## src/rtl/csb_pkg.sv

```systemverilog
package csb_pkg;
  // ************************************************************
  // opcode encoding
  // ************************************************************
  localparam logic [7:0] ESCAPE_BYTE = 8'h0f;
  localparam logic [3:0] SET_GROUP = 4'h9; // upper nibble of the second byte
  localparam logic [2:0] REG_FIELD_SET = 3'h0;
  localparam logic [3:0] COND_OVERFLOW = 4'h0;
  localparam logic [3:0] COND_NO_OVERFLOW = 4'h1;
  localparam logic [3:0] COND_UNEQUAL = 4'h5;
  localparam logic [3:0] COND_ABOVE = 4'h7;
  localparam logic [3:0] COND_POSITIVE = 4'h9;
  localparam logic [3:0] COND_EVEN_PARITY = 4'ha;
  localparam logic [3:0] COND_ODD_PARITY = 4'hb;
  localparam logic [3:0] COND_GREATER_EQUAL = 4'hd;
  localparam logic [3:0] COND_GREATER = 4'hf;
  localparam logic [1:0] MOD_REGISTER = 2'h3;
  // ************************************************************
  // timing: both clocks of the 2/2 figure and the 2 on a miss
  // ************************************************************
  localparam int unsigned EXEC_CLOCKS = 2;
  localparam logic [7:0] RESULT_TRUE = 8'h01;
  localparam logic [7:0] RESULT_FALSE = 8'h00;
  typedef enum logic [1:0] {
    csb_idle,
    csb_escape,
    csb_modrm,
    csb_exec
  } csb_state_t;
endpackage

```

## src/rtl/csb_cond_eval.sv

```systemverilog
`timescale 1ns/1ps
// flag test for the set-byte group; pure combinational
module csb_cond_eval
  import csb_pkg::*;
(
  // condition select and flags
  input wire logic [3:0] cond,
  input wire logic flag_of,
  input wire logic flag_sf,
  input wire logic flag_zf,
  input wire logic flag_pf,
  input wire logic flag_cf,
  // outcome
  output logic holds,
  output logic known
);
  // low bit of the code inverts the base test
  always_comb begin
    holds = 1'b0;
    known = 1'b1;
    unique case (cond)
      COND_OVERFLOW: holds = flag_of;
      COND_NO_OVERFLOW: holds = !flag_of;
      COND_UNEQUAL: holds = !flag_zf;
      COND_ABOVE: holds = !(flag_cf || flag_zf);
      COND_POSITIVE: holds = !flag_sf;
      COND_EVEN_PARITY: holds = flag_pf;
      COND_ODD_PARITY: holds = !flag_pf;
      COND_GREATER_EQUAL: holds = (flag_sf == flag_of);
      COND_GREATER: holds = !flag_zf && (flag_sf == flag_of);
      default: known = 1'b0; // other codes belong to other blocks
    endcase
  end
endmodule

```

## src/rtl/csb_decode.sv

```systemverilog
`timescale 1ns/1ps
// What this block does
// - 0F 97 reg 000 sets if above, 2 clocks
// - 0F 95 reg 000 sets if not equal
// - 0F 9D reg 000 sets if greater or equal
// - 0F 9F reg 000 sets if greater
// - 0F 91 reg 000 no overflow, 2 clocks
// - 0F 9B reg 000 sets if parity odd
// - 0F 99 reg 000 sets if not sign
// - 0F 90 reg 000 sets if overflow
// - 0F 9A reg 000 parity even, mode-independent timing
module csb_decode
  import csb_pkg::*;
(
  // clock and reset
  input wire logic clk,
  input wire logic rst,
  // fetch stream, one byte per valid cycle
  input wire logic byte_valid,
  input wire logic [7:0] byte_data,
  output logic byte_ready,
  // flags from the core
  input wire logic flag_of,
  input wire logic flag_sf,
  input wire logic flag_zf,
  input wire logic flag_pf,
  input wire logic flag_cf,
  // operating mode, timing does not depend on it
  input wire logic protected_mode,
  // result write to register file or cache
  output logic wr_valid,
  output logic wr_to_reg,
  output logic [2:0] wr_rm,
  output logic [1:0] wr_mod,
  output logic [7:0] wr_data,
  // flag write enable, always low for this group
  output logic flags_we,
  // second or third byte was not one of ours
  output logic not_ours
);
  // ************************************************************
  // sequencing
  // ************************************************************
  csb_state_t state;
  logic [3:0] cond;
  logic [1:0] mod_f;
  logic [2:0] rm_f;
  logic holds;
  logic known;
  logic [1:0] exec_cnt;
  logic next_not_ours;

  function automatic logic is_set_opcode(input logic [7:0] b);
    is_set_opcode = (b[7:4] == SET_GROUP);
  endfunction

  csb_cond_eval u_eval (
    .cond(cond),
    .flag_of(flag_of),
    .flag_sf(flag_sf),
    .flag_zf(flag_zf),
    .flag_pf(flag_pf),
    .flag_cf(flag_cf),
    .holds(holds),
    .known(known)
  );

  // fetch is stalled while the write is pending
  assign byte_ready = (state != csb_exec);
  assign flags_we = 1'b0;

  // next-state logic; protected_mode deliberately not consulted
  always_ff @(posedge clk) begin
    if (rst) begin
      state <= csb_idle;
    end else begin
      unique case (state)
        csb_idle: begin
          if (byte_valid && byte_data == ESCAPE_BYTE) begin
            state <= csb_escape;
          end
        end
        csb_escape: begin
          if (byte_valid) begin
            state <= is_set_opcode(byte_data) ? csb_modrm : csb_idle;
          end
        end
        csb_modrm: begin
          if (byte_valid) begin
            // reg field must be zero, else hand back
            if (byte_data[5:3] == REG_FIELD_SET && known) begin
              state <= csb_exec;
            end else begin
              state <= csb_idle;
            end
          end
        end
        csb_exec: begin
          if (exec_cnt == 2'(EXEC_CLOCKS - 1)) begin
            state <= csb_idle;
          end
        end
      endcase
    end
  end

  // latched operand fields
  always_ff @(posedge clk) begin
    if (rst) begin
      cond <= 4'h0;
      mod_f <= 2'h0;
      rm_f <= 3'h0;
    end else begin
      if (state == csb_escape && byte_valid) begin
        cond <= byte_data[3:0];
      end
      if (state == csb_modrm && byte_valid) begin
        mod_f <= byte_data[7:6];
        rm_f <= byte_data[2:0];
      end
    end
  end

  // execution clock counter; one count per cycle of the write phase
  always_ff @(posedge clk) begin
    if (rst) begin
      exec_cnt <= 2'h0;
    end else if (state == csb_exec) begin
      exec_cnt <= exec_cnt + 2'h1;
    end else begin
      exec_cnt <= 2'h0;
    end
  end

  // result byte written in the last execution clock
  always_ff @(posedge clk) begin
    if (rst) begin
      wr_valid <= 1'b0;
      wr_to_reg <= 1'b0;
      wr_rm <= 3'h0;
      wr_mod <= 2'h0;
      wr_data <= 8'h00;
    end else begin
      wr_valid <= (state == csb_exec) && (exec_cnt == 2'(EXEC_CLOCKS - 2));
      // flags sampled once only, so the result byte stands until the next instruction
      if (state == csb_exec && exec_cnt == 2'(EXEC_CLOCKS - 2)) begin
        wr_to_reg <= (mod_f == MOD_REGISTER);
        wr_rm <= rm_f;
        wr_mod <= mod_f;
        wr_data <= holds ? RESULT_TRUE : RESULT_FALSE;
      end
    end
  end

  // report a rejected second or third byte
  always_comb begin
    next_not_ours = 1'b0;
    if (state == csb_escape && byte_valid && !is_set_opcode(byte_data)) begin
      next_not_ours = 1'b1;
    end
    if (state == csb_modrm && byte_valid && (byte_data[5:3] != REG_FIELD_SET || !known)) begin
      next_not_ours = 1'b1;
    end
  end

  always_ff @(posedge clk) begin
    if (rst) begin
      not_ours <= 1'b0;
    end else begin
      not_ours <= next_not_ours;
    end
  end

  // ************************************************************
  // checks
  // ************************************************************
  property p_exec_len;
    @(posedge clk) disable iff (rst)
      $rose(state == csb_exec) |-> (state == csb_exec) [*2] ##1 (state != csb_exec);
  endproperty
  a_exec_len: assert property (p_exec_len) else $error("exec not two clocks");

  property p_one_write;
    @(posedge clk) disable iff (rst)
      $rose(state == csb_exec) |-> ##1 wr_valid ##1 !wr_valid;
  endproperty
  a_one_write: assert property (p_one_write) else $error("write not once");

  property p_bool_data;
    @(posedge clk) disable iff (rst)
      wr_valid |-> (wr_data == RESULT_TRUE || wr_data == RESULT_FALSE);
  endproperty
  a_bool_data: assert property (p_bool_data) else $error("result not 0 or 1");

  property p_no_flags;
    @(posedge clk) disable iff (rst) !flags_we;
  endproperty
  a_no_flags: assert property (p_no_flags) else $error("flags written");

  property p_reg_zero;
    @(posedge clk) disable iff (rst)
      (state == csb_modrm && byte_valid && byte_data[5:3] != REG_FIELD_SET)
      |=> state == csb_idle && not_ours;
  endproperty
  a_reg_zero: assert property (p_reg_zero) else $error("nonzero reg accepted");

  property p_above;
    @(posedge clk) disable iff (rst)
      (state == csb_exec && cond == COND_ABOVE && exec_cnt == 2'h0)
      |=> wr_data == ((!$past(flag_cf) && !$past(flag_zf)) ? RESULT_TRUE : RESULT_FALSE);
  endproperty
  a_above: assert property (p_above) else $error("above result wrong");

  property p_greater;
    @(posedge clk) disable iff (rst)
      (state == csb_exec && cond == COND_GREATER && exec_cnt == 2'h0)
      |=> wr_data[0] == (!$past(flag_zf) && ($past(flag_sf) == $past(flag_of)));
  endproperty
  a_greater: assert property (p_greater) else $error("greater result wrong");

  property p_parity;
    @(posedge clk) disable iff (rst)
      (state == csb_exec && cond == COND_EVEN_PARITY && exec_cnt == 2'h0)
      |=> wr_data[0] == $past(flag_pf);
  endproperty
  a_parity: assert property (p_parity) else $error("parity result wrong");

  property p_stall;
    @(posedge clk) disable iff (rst) (state == csb_exec) |-> !byte_ready;
  endproperty
  a_stall: assert property (p_stall) else $error("fetch not stalled");

  c_reg_write: cover property (@(posedge clk) disable iff (rst) wr_valid && wr_to_reg);
  c_mem_write: cover property (@(posedge clk) disable iff (rst) wr_valid && !wr_to_reg);
  c_true: cover property (@(posedge clk) disable iff (rst) wr_valid && wr_data[0]);
  c_reject: cover property (@(posedge clk) disable iff (rst) not_ours);
endmodule

```

## config.mk

```make
export PLATFORM = sky130hd
export DESIGN_NAME = csb_decode
export DESIGN_NICKNAME = d
export VERILOG_FILES = /design/src/rtl/csb_pkg.sv /design/src/rtl/csb_cond_eval.sv /design/src/rtl/csb_decode.sv
export SDC_FILE = /design/constraint.sdc
export NUM_CORES = 1
export LEC_CHECK = 0
export ABC_CLOCK_PERIOD_IN_PS = 1500
export BUFFER_PORTS_ARGS = -buffer_cell sky130_fd_sc_hd__buf_4
export CAP_MARGIN = 20
export CORE_MARGIN = 2
export CORE_UTILIZATION = 44
export CTS_CLUSTER_DIAMETER = 120
export DETAILED_ROUTE_END_ITERATION = 7
export PLACE_DENSITY = 0.75
export SETUP_SLACK_MARGIN = 0.02
export SLEW_MARGIN = 10
export SYNTH_ARGS = -nofsm -noshare
export SYNTH_HDL_FRONTEND = slang
export SYNTH_SLANG_ARGS = --single-unit
```

## constraint.sdc

```tcl
create_clock -name clk -period 1.5 [get_ports clk]
set_clock_uncertainty 0.15 [all_clocks]
set_input_delay 0.375 -clock clk [delete_from_list [all_inputs] [get_ports clk]]
set_output_delay 0.375 -clock clk [all_outputs]
set_load 0.05 [all_outputs]
```

* After elaboration in Yosys (flattened, before gate mapping)
Cells that the tools add are included.
Storage, ports and cells: word-level logic and storage cells 71, input bits 17, register bits after elaboration 29, output and inout port bits 18
Operators by class: bitwise logic cells 1, reductions and logical operators 25, multiplexer cells 12, add/subtract/negate cells 1, eq/ne operators 21
Operator list (number):
- equality test 4 bit (second input constant) | 6
- 2-to-1 mux 2 bit | 6
- != test 2 bit (second input constant) | 5
- one-hot mux 1 bit (9 select lines) | 1
- OR reduction 9 bit | 1
- equality test 4 x 3 -> 1 bit (second input constant) | 2
- equality test 8 x 4 -> 1 bit (second input constant) | 1
- logical AND 1 bit | 8
- one-hot mux 2 bit (4 select lines) | 1
- zero test 1 bit | 7
- equality test 2 bit (second input constant) | 3
- equality test 2 x 1 -> 1 bit (second input constant) | 2
- equality test 4 x 1 -> 1 bit (second input constant) | 1
- zero test 2 bit | 2
- zero test 4 bit | 1
- 2-to-1 mux 1 bit | 4
- AND reduction 4 bit | 1
- zero test 3 bit | 1
- nonzero test 3 bit | 1
- adder 2 x 1 -> 2 bit (second input constant) | 1
- logical OR 1 bit | 2
- OR reduction 2 bit | 1
- equality test 1 bit | 1
- NOT 1 bit | 1

* Logic depth before layout (Yosys ltp)
Gate-level depths: netlist of run 1.
depth in word-level cells 7, depth in mapped cells 6, mapped depth without buffers 5

* Modules after synthesis
From an unflattened synthesis of run 1, not the netlist that was laid out.
Unflattened totals: cell total of the unflattened synthesis 119, area total of the unflattened synthesis 1153.6 µm²
Modules (own cells, without submodules):
- csb_decode | area each 1038.5 µm², instances 1, cells an instance 102, sequential area each 440.4 µm²
- csb_cond_eval | area each 115.1 µm², instances 1, cells an instance 17, sequential area each 0.0 µm²

* Least setup slack after synthesis of run 1
No wires, ideal clock.
path kind reg-to-reg, start point reg exec_cnt[0], end point reg wr_data[0], data required time 1234 ps, buffers on the path 1, cell stages (with the launch flop) 7, data arrival time 1116 ps, slack 118 ps, setup time 116 ps, clock period less this slack 1382 ps, path through dfxtp_1 > inv_1 > ha_1 > and3_1 > clkbuf_1 > nor3b_1 > a41o_2
Between the ends: cells in the longest elaborated chain, start to end 2
RTL lines:
- from (decl) | line csb_decode.sv:50 | logic [1:0] exec_cnt;
- from (signal assigned) | line csb_decode.sv:129 | exec_cnt <= exec_cnt + 2'h1;
- zero test 2 bit | line csb_decode.sv:146 | if (state == csb_exec && exec_cnt == 2'(EXEC_CLOCKS - 2)) begin
- logical AND 1 bit | line csb_decode.sv:146
- to (signal assigned) | line csb_decode.sv:150 | wr_data <= holds ? RESULT_TRUE : RESULT_FALSE;
- to (decl) | line csb_decode.sv:35 | output logic [7:0] wr_data,
Every way passes these cells. A chain may end at the register's enable or synchronous reset.

* Worst setup path after layout of run 1
start point reg state[0], end point out byte_ready
Between the ends: cells in the longest elaborated chain, start to end 1
RTL lines:
- from (decl) | line csb_decode.sv:44 | csb_state_t state;
- from (signal assigned) | line csb_decode.sv:75 | state <= csb_idle;
- from (signal assigned) | line csb_decode.sv:80 | state <= csb_escape;
- from (signal assigned) | line csb_decode.sv:85 | state <= is_set_opcode(byte_data) ? csb_modrm : csb_idle;
- != test 2 bit | line csb_decode.sv:69 | assign byte_ready = (state != csb_exec);
- to (decl) | line csb_decode.sv:21 | output logic byte_ready,
Every way passes these cells.

==> results.md, run 1 <==
- EDFF count, synth: 0
- CP arrival: between 900 and 1000 ps
- Max Fclk: ~700 MHz
- Port bufs: 25
- Largest net degree at the start of global routing: 23
- Routed Antenna Nets: 0
- Dpl cells: approximately 180
- Finished Layout Cells: around 190
- Synth Instances: 128
- Hold Startpoint: byte_data[0]
- FF+latch count, synth: 22
- DR vias/cell: approximately 5.3
- Die Ht: 54.20 microns
- Final Slew Violations: 0
- Synth area leaders: dfxtp_1, mux2i_1, buf_4
- Core area: around 2400 sq um
- Ports: 35
- Clk buf depth: 2
- Clock root buffer: clkbuf_4
- Clk slew on worst S/H paths: 120 ps
- Setup violators final: 0
- Max reg flops: 4
- CTS sink cnt: 22
- Status: finished, final reports clean
- Setup TNS: 0 ps
- Top_reg_cell synth: dfxtp_1
- Critical path fanouts, max: 7
- Initial antenna violation count: 0
- Library cells used by synthesis: 38
- Site row count: 18
- Largest Register: cond
- Starting Density: 45.58%
- Power density cells: 827.6 nW/um^2
- TritonCTS clock tree: yes
- Mean Syn Cell Area: 8.661 sq um
- Ys Warns: 0
- Fin. Hold Viols: 0
- Max-cap violations: 0
- Asr flop ratio synth: 0%
- Final worst path period need: roughly 1500 ps
- Nets: 175
- Post-Place Worst Slack: -17.40 ps
- Post-Route WL: approximately 2400 microns
- Residual DRC: 0
- P_leak: 0.6050 nW
- Htree depth: 1
- Antenna cells: 0
- Top cell type's share of synthesized area: 39.73%
- Initial DRT Pass Iterations: 4
- Fin area: approximately 1400 sq um
- RSZ-0062 raised after global routing: true
- Final hold slack: 157.0 ps
- Worst Path Required: 970 ps
- Area after DPL: 1287 sq um
- Wire per inst: 12.93 microns
- Final Wtd Congestion: 0.7991
- Worst r2r src: cond[0]$_SDFFE_PP0P_
- Biggest regs: cond x4, rm_f x3, wr_rm x3
- Worst setup margin: ~40 ps
- Biggest area consumer among synthesized cells: dfxtp_1
- Max VDD drop: between 0.0006 and 0.0007 V
- Die W: ~54 microns
- DIE AREA: approximately 3000 sq um
- GR Overflow Total: 0
- Tot Pwr: between 1 and 1.5 mW
- Crit share post-route: between 90 and 100%
- Vias: approximately 980
- First-pass GRT wire length: 3684 microns
- Top cells by count, synth: dfxtp_1, nand2_1, nand3_1
- Cell area after synthesis: 1109 sq um
- Sequential fraction of the synthesis area: ~40%
- Starting DRT DRC Count: 11
- Hold Path Class: input port to register
- GRT Total Usage: 17.73%
- Count leader, synth: dfxtp_1
- Final core utilization: 57.00%
- Syn-to-layout area delta: 25.06%
- TritonCTS Buffers: 3
- Critical path capture point type: output pin
- CP Class: register to output pin
- Skew-Pair Late Insertion Delay: 310 ps
- Estimated wirelength of the detail-placed design: 1741 microns
- Share of layout cells above drive strength 1: 29.68%
- Crit. Startpoint: state[0]$_SDFFE_PP0P_
- Vias in the first global route: around 860
- Startpoint types: register
==> power breakdown <==
group          internal [mW]  switching, mW
Sequential             0.580       0.000205
Combinational         0.0364         0.0774
Clock                  0.270          0.183
==> cell type report <==
| class | count | area [sq um] |
|---|---|---|
| Fill cell | 225 | 1046 |
| Multi-Input combinational cell | 96 | 600.6 |
| Sequential cell | 22 | 451.7 |
| Timing Repair Buffer | 30 | 232.7 |
| Tap cell | 30 | 37.54 |
| Clock inverter | 1 | 30.03 |
| Clock buffer | 3 | 22.52 |
| Inverter | 3 | 11.26 |
==> worst max-delay path, stage by stage (launching register included) <==
cell	delay [ps]
dfxtp_4	410
nand2_4	60
buf_8	150
==> placed cells by master, fill, tap and decap left out, types with 3 or more instances in the layout <==
cell type,Yosys,final
nor2_1,9,9
nor3_1,3,3
conb_1,1,8
nand3_1,10,10
dfxtp_2,0,3
mux2i_1,9,9
nor3b_1,3,3
inv_1,3,3
a21oi_1,9,9
nand2_1,18,17
dfxtp_1,22,17
buf_4,9,29
clkbuf_4,0,3
==> logic make-up after synthesis <==
family | count (synthesis) | share of synthesized area (%)
mux | 9 | 8.127
simple gates | 57 | 27.88
compound gates | 18 | 10.50
other cells | 1 | 0.3383
xor+xnor | 2 | 1.580
fa+ha+maj | 2 | 2.257
flops | 22 | 39.73
buf+inv | 17 | 9.593
==> path summary, 6_finish.rpt <==
kind,end,slack (ps),cells after the start
max,byte_ready,40,2
max reg2reg,wr_data[0]$_SDFFE_PP0P_,80,4
min,rm_f[0]$_SDFFE_PP0P_,160,3
min reg2reg,wr_rm[1]$_SDFFE_PP0P_,310,2
==> what timing repair did <==
item,in CTS,in global routing
resized for setup,7,6
endpoints found under the setup margin,2,6
setup buffers,0,2
pin swaps,0,1
hold buffers,0,0
==> per-layer routing <==
layer  wire (microns)  vias to the layer above  GRT usage (%)
li1                 -                      483              -
met1             1024                      460          21.83
met2             1227                       28          29.32
met4               34                        0          8.333
met3              106                        5          3.611
met5                0                        -              0
Power figures use the tool's default switching activity.
==> inputs of run 2 (changes only) <==
--- a/config.mk
+++ b/config.mk
@@ -8,6 +8,7 @@
 export ABC_CLOCK_PERIOD_IN_PS = 1500
 export BUFFER_PORTS_ARGS = -buffer_cell sky130_fd_sc_hd__buf_4
 export CAP_MARGIN = 20
+export CORE_ASPECT_RATIO = 1.25
 export CORE_MARGIN = 2
 export CORE_UTILIZATION = 44
 export CTS_CLUSTER_DIAMETER = 120
==> run 2 against run 1 <==
Compared with the run above:
- clock-buffer cell count did not move
- critical path depth is the same
- total power hardly changed
- critical path type unchanged
- cell count grew 1.6%
- sequential share of layout area shrank 0.057 points
- maximum frequency grew 1.9%
- worst setup slack better by 27 ps
- wire length down 2.0%
==> results.md, run 2 (synthesis results as in run 1) <==
- Status: finished, final reports clean
- Largest net degree at the start of global routing: 23
- Residual DRC: 0
- CTS sink cnt: 22
- Commonest non-fill, non-tap cell in the layout: buf_4
- Starting DRT DRC Count: 19
- Setup TNS: 0 ps
- Antenna cells: 0
- Critical path capture point type: output pin
- Routed Antenna Nets: 0
- Max-cap violations: 0
- Clock root buffer: clkbuf_4
- Share of layout cells above drive strength 1: 29.68%
- Crit share post-route: a little over nine tenths
- Final worst path period need: 1433 ps
- Worst setup margin: 67.05 ps
- Worst Path Required: 970 ps
- Commonest cells after routing, fill and taps aside: buf_4, nand2_1, dfxtp_1, nand3_1
- GRT Total Usage: around 17%
- Power density cells: 824.2 nW/um^2
- TritonCTS Buffers: 3
- Max Fclk: 697.9 MHz
- Max VDD drop: 0.0006468 V
- Initial antenna violation count: 0
- Ports: 35
- Die Ht: 60.12 microns
- Port bufs: 25
- Largest Register: cond
- Final Wtd Congestion: 0.9047
- GR Overflow Total: 0
- Clk slew on worst S/H paths: ~130 ps
- Clk buf depth: 2
- Syn-to-layout area delta: 25.62%
- Wire per inst: 12.47 microns
- Vias: 992
- Fin. Hold Viols: 0
- Core area: around 2400 sq um
- Htree depth: 1
- DR vias/cell: between 5 and 6
- Starting Density: 46.15%
- Setup violators final: 0
- DIE AREA: 2940 sq um
- Vias in the first global route: 920
- Initial DRT Pass Iterations: 4
- Die W: 48.90 microns
- First-pass GRT wire length: 3815 microns
- RSZ-0062 raised after global routing: false
- Final Slew Violations: 0
- Critical path fanouts, max: 4
- Post-Place Worst Slack: 24.69 ps
- Nets: 175
- CP Class: register to output pin
- Post-Route WL: 2345 microns
- Skew-Pair Late Insertion Delay: 310 ps
- TritonCTS clock tree: yes
- CP arrival: 910 ps
- Max reg flops: 4
- P_leak: 0.6144 nW
- Startpoint types: register
- Estimated wirelength of the detail-placed design: 1735 microns
- Hold_buf cts: 0
- Biggest regs: cond x4, rm_f x3, wr_rm x3
- Hold Path Class: input port to register
- Site row count: 20
## run 2: what timing repair did
item | CTS | global route
setup endpoints to repair | 1 | 4
cloned | 0 | 0
pin swaps | 0 | 1
setup buffers | 3 | 0
resized for setup | 7 | 7
## run 2: area by class of cell
type	count	area, sq um
clock inverter	1	30.03
fill	243	1010
inverter	3	11.26
multi-input combinational	96	601.8
tap	33	41.29
clock buffer	3	22.52
timing repair buffer	30	232.7
sequential	22	452.9
## run 2: worst paths after layout
kind	slack (ps)	end	cells past startpoint	from
setup / recovery	70	byte_ready	2	state[0]$_SDFFE_PP0P_
hold reg to reg	280	exec_cnt[0]$_SDFF_PP0_	1	exec_cnt[0]$_SDFF_PP0_
hold / removal	160	mod_f[0]$_SDFFE_PP0P_	3	byte_data[6]
setup reg to reg	80	not_ours$_SDFF_PP0_	4	cond[3]$_SDFFE_PP0P_
## run 2: per-layer routing
metal | vias up | wire length (microns) | GRT usage, %
met5 | - | 0 | 0
li1 | 481 | - | -
met3 | 5 | 116 | 5.000
met2 | 26 | 1225 | 30.92
met1 | 480 | 967 | 18.21
met4 | 0 | 36 | 10.20
## run 2: stage by stage
stage | total power, mW | hold slack (ps) | instances | area (sq um) | util [%]
floorplan | 0.6810 | 281.6 | 135 | 1135 | -
global placement | 0.7071 | 289.4 | 181 | 1284 | 53.44
detailed placement | 0.7098 | 298.2 | 181 | 1284 | 53.44
CTS | 1.158 | 154.2 | 188 | 1376 | 57.29
global route | 1.186 | 150.5 | 188 | 1393 | 57.97
finish | 1.148 | 155.9 | 188 | 1393 | 57.97
## run 2: worst max-delay path, cell delays in order, from the launching register on
cell,delay [ps]
dfxtp_4,380
nand2_4,80
buf_8,140
## run 2: report_power, final
group          switching (mW)  leakage [nW]  internal (mW)  total (mW)
sequential           0.000171         0.181          0.580       0.581
combinational          0.0775         0.406         0.0364       0.114
clock                   0.183        0.0279          0.270       0.453
==> inputs of run 3 (changes only) <==
==> constraint.sdc (replaced) <==
create_clock -name clk -period 1.5 [get_ports clk]
set_clock_uncertainty 0.15 [all_clocks]
set_input_delay 0.375 -clock clk [delete_from_list [all_inputs] [get_ports clk]]
set_output_delay 0.375 -clock clk [all_outputs]
set_load 0.02 [all_outputs]
==> run 3 against run 2 <==
Compared with the run above:
- total power is 2.5% lower
- maximum frequency is 0.89% lower
- clock power about the same
- sequential power about the same
- non-clock buffer count unchanged
- combinational power decreased by 23%
- cell count unchanged
- die area stayed put
- worst setup slack got worse by 13 ps
- wire length is 0.17% lower
- global-route usage fell by 0.054 points
- first-iteration DRC count rose by 63%
- critical path type unchanged
- largest cell class unchanged
==> results.md, run 3 (synthesis results as in run 1) <==
- Status: finished, final reports clean
- Vias: 998
- Largest Register: cond
- First-pass GRT wire length: 3822 microns
- Max reg flops: 4
- GRT Total Usage: 17.22%
- Reg2reg path depth: 4
- Biggest regs: cond x4, rm_f x3, wr_rm x3
- Dpl cells: 181
- Antenna cells: 0
- Post-Route WL: 2341 microns
- Max-cap violations: 0
- Share of layout cells above drive strength 1: 29.68%
- Global Route met3 Usage: 4.250%
- Initial DRT Pass Iterations: 4
- Most Crowded Layer GR: met2
- CP Class: register to output pin
- Site row count: 20
- Starting Density: between 40% and 50%
- Commonest cells after routing, fill and taps aside: buf_4, nand2_1, dfxtp_1, nand3_1
- Die Ht: 60.12 microns
- DIE AREA: slightly below 3000 sq um
- Commonest non-fill, non-tap cell in the layout: buf_4
- TritonCTS clock tree: yes
- Hold_buf cts: 0
- Tot Pwr: 1.119 mW
- Wire per inst: 12.45 microns
- Hold Startpoint: byte_data[6]
- Hold Path Cell Cnt: 3
- Largest net degree at the start of global routing: 23
- Critical path capture point type: output pin
- Clk slew on worst S/H paths: 120 ps
- Crit Reg-Reg Endpoint: state[0]$_SDFFE_PP0P_
- Power density cells: 808.7 nW/um^2
- End of the worst hold path: mod_f[0]$_SDFFE_PP0P_
- Nets: 175
- GR Overflow Total: 0
- Port bufs: 25
- Max Fclk: 691.7 MHz
- CP arrival: 920 ps
- Clock root buffer: clkbuf_4
- Skew-Pair Late Insertion Delay: 310 ps
- TritonCTS Buffers: 3
- Worst Path Required: 970 ps
- Final Wtd Congestion: approximately 0.9
- CTS sink cnt: 22
- Hold Path Class: input port to register
- Die W: 48.90 microns
- Core area: 2402 sq um
- Met2 usage: 31.12%
- Worst R2R Setup Slack: about 60 ps
- Initial antenna violation count: 0
- Htree depth: 1
- Finished Layout Cells: ~190
- Final core utilization: 57.60%
- Syn-to-layout area delta: 24.83%
- Fin. Hold Viols: 0
- Final Slew Violations: 0
- Max VDD drop: 0.0006032 V
- Clk buf depth: 2
- Setup violators final: 0
- Estimated wirelength of the detail-placed design: 1735 microns
- Routed Antenna Nets: 0
- Residual DRC: 0
- RSZ-0062 raised after global routing: true
- Final worst path period need: 1446 ps
- Crit share post-route: 96.39%
- Startpoint types: register
- Filler cell count: 247
- Ports: 35
- P_leak: 0.5902 nW
- DR vias/cell: 5.309
- Critical path fanouts, max: 4
- Vias in the first global route: 916
- Met1 usage: a little under a fifth
- Starting DRT DRC Count: 31
- Worst r2r src: state[0]$_SDFFE_PP0P_
## run 3: cell counts in the layout (fill, tap and decap cells not counted)
Identical to the previous run, type by type.
## run 3: worst max path at each step
stage	cells after the start	startpoint	end	slack, ps
after floorplan	6	exec_cnt[0]$_SDFF_PP0_	wr_data[0]$_SDFFE_PP0P_	120
after global placement	5	flag_pf	wr_data[0]$_SDFFE_PP0P_	40
after detailed placement	5	flag_pf	wr_data[0]$_SDFFE_PP0P_	20
after CTS	4	cond[2]$_SDFFE_PP0P_	wr_data[0]$_SDFFE_PP0P_	30
after global routing	4	state[0]$_SDFFE_PP0P_	state[0]$_SDFFE_PP0P_	-5
final	2	state[0]$_SDFFE_PP0P_	byte_ready	50
## run 3: area by class of cell
type	count	area (sq um)	share of cell area, %
Clock inverter	1	30.03	2.170
Clock buffer	3	22.52	1.627
Sequential cell	22	451.7	32.64
Multi-Input combinational cell	96	598.1	43.22
Timing Repair Buffer	30	229.0	16.55
Tap cell	33	41.29	2.984
Inverter	3	11.26	0.8137
## run 3: worst max-delay path, stage by stage (launching register included)
cell and delay [ps]:
dfxtp_4 370, nand2_1 110, buf_6 130
## run 3: power breakdown
group	switching (mW)	total [mW]	internal, mW	leakage [nW]
Clock	0.181	0.451	0.270	0.0279
Combinational	0.0509	0.0873	0.0364	0.382
Sequential	0.000154	0.581	0.580	0.180
## run 3: per-layer routing
| metal | share of wire [%] | vias up |
|---|---|---|
| li1 | - | 488 |
| met1 | 40 | 477 |
| met2 | 52 | 27 |
| met3 | 6.2 | 6 |
| met4 | 1.8 | 0 |
| met5 | 0 | - |
## run 3: metrics by stage
step | worst slack, ps | area [sq um] | hold WS [ps] | setup TNS, ps
5_1_grt | -5.157 | 1384 | 155.7 | -5.157
3_5_place_dp | 24.69 | 1284 | 298.2 | 0
6_report | 54.18 | 1384 | 155.3 | 0
3_3_place_gp | 43.99 | 1284 | 289.4 | 0
2_1_floorplan | 117.8 | 1135 | 281.6 | 0
4_1_cts | 31.06 | 1366 | 154.2 | 0
## run 3: repair_timing
| item | CTS | global route |
|---|---|---|
| setup buffers | 3 | 0 |
| setup endpoints to repair | 1 | 4 |
| pin swaps | 0 | 0 |
| gates resized for setup | 4 | 7 |
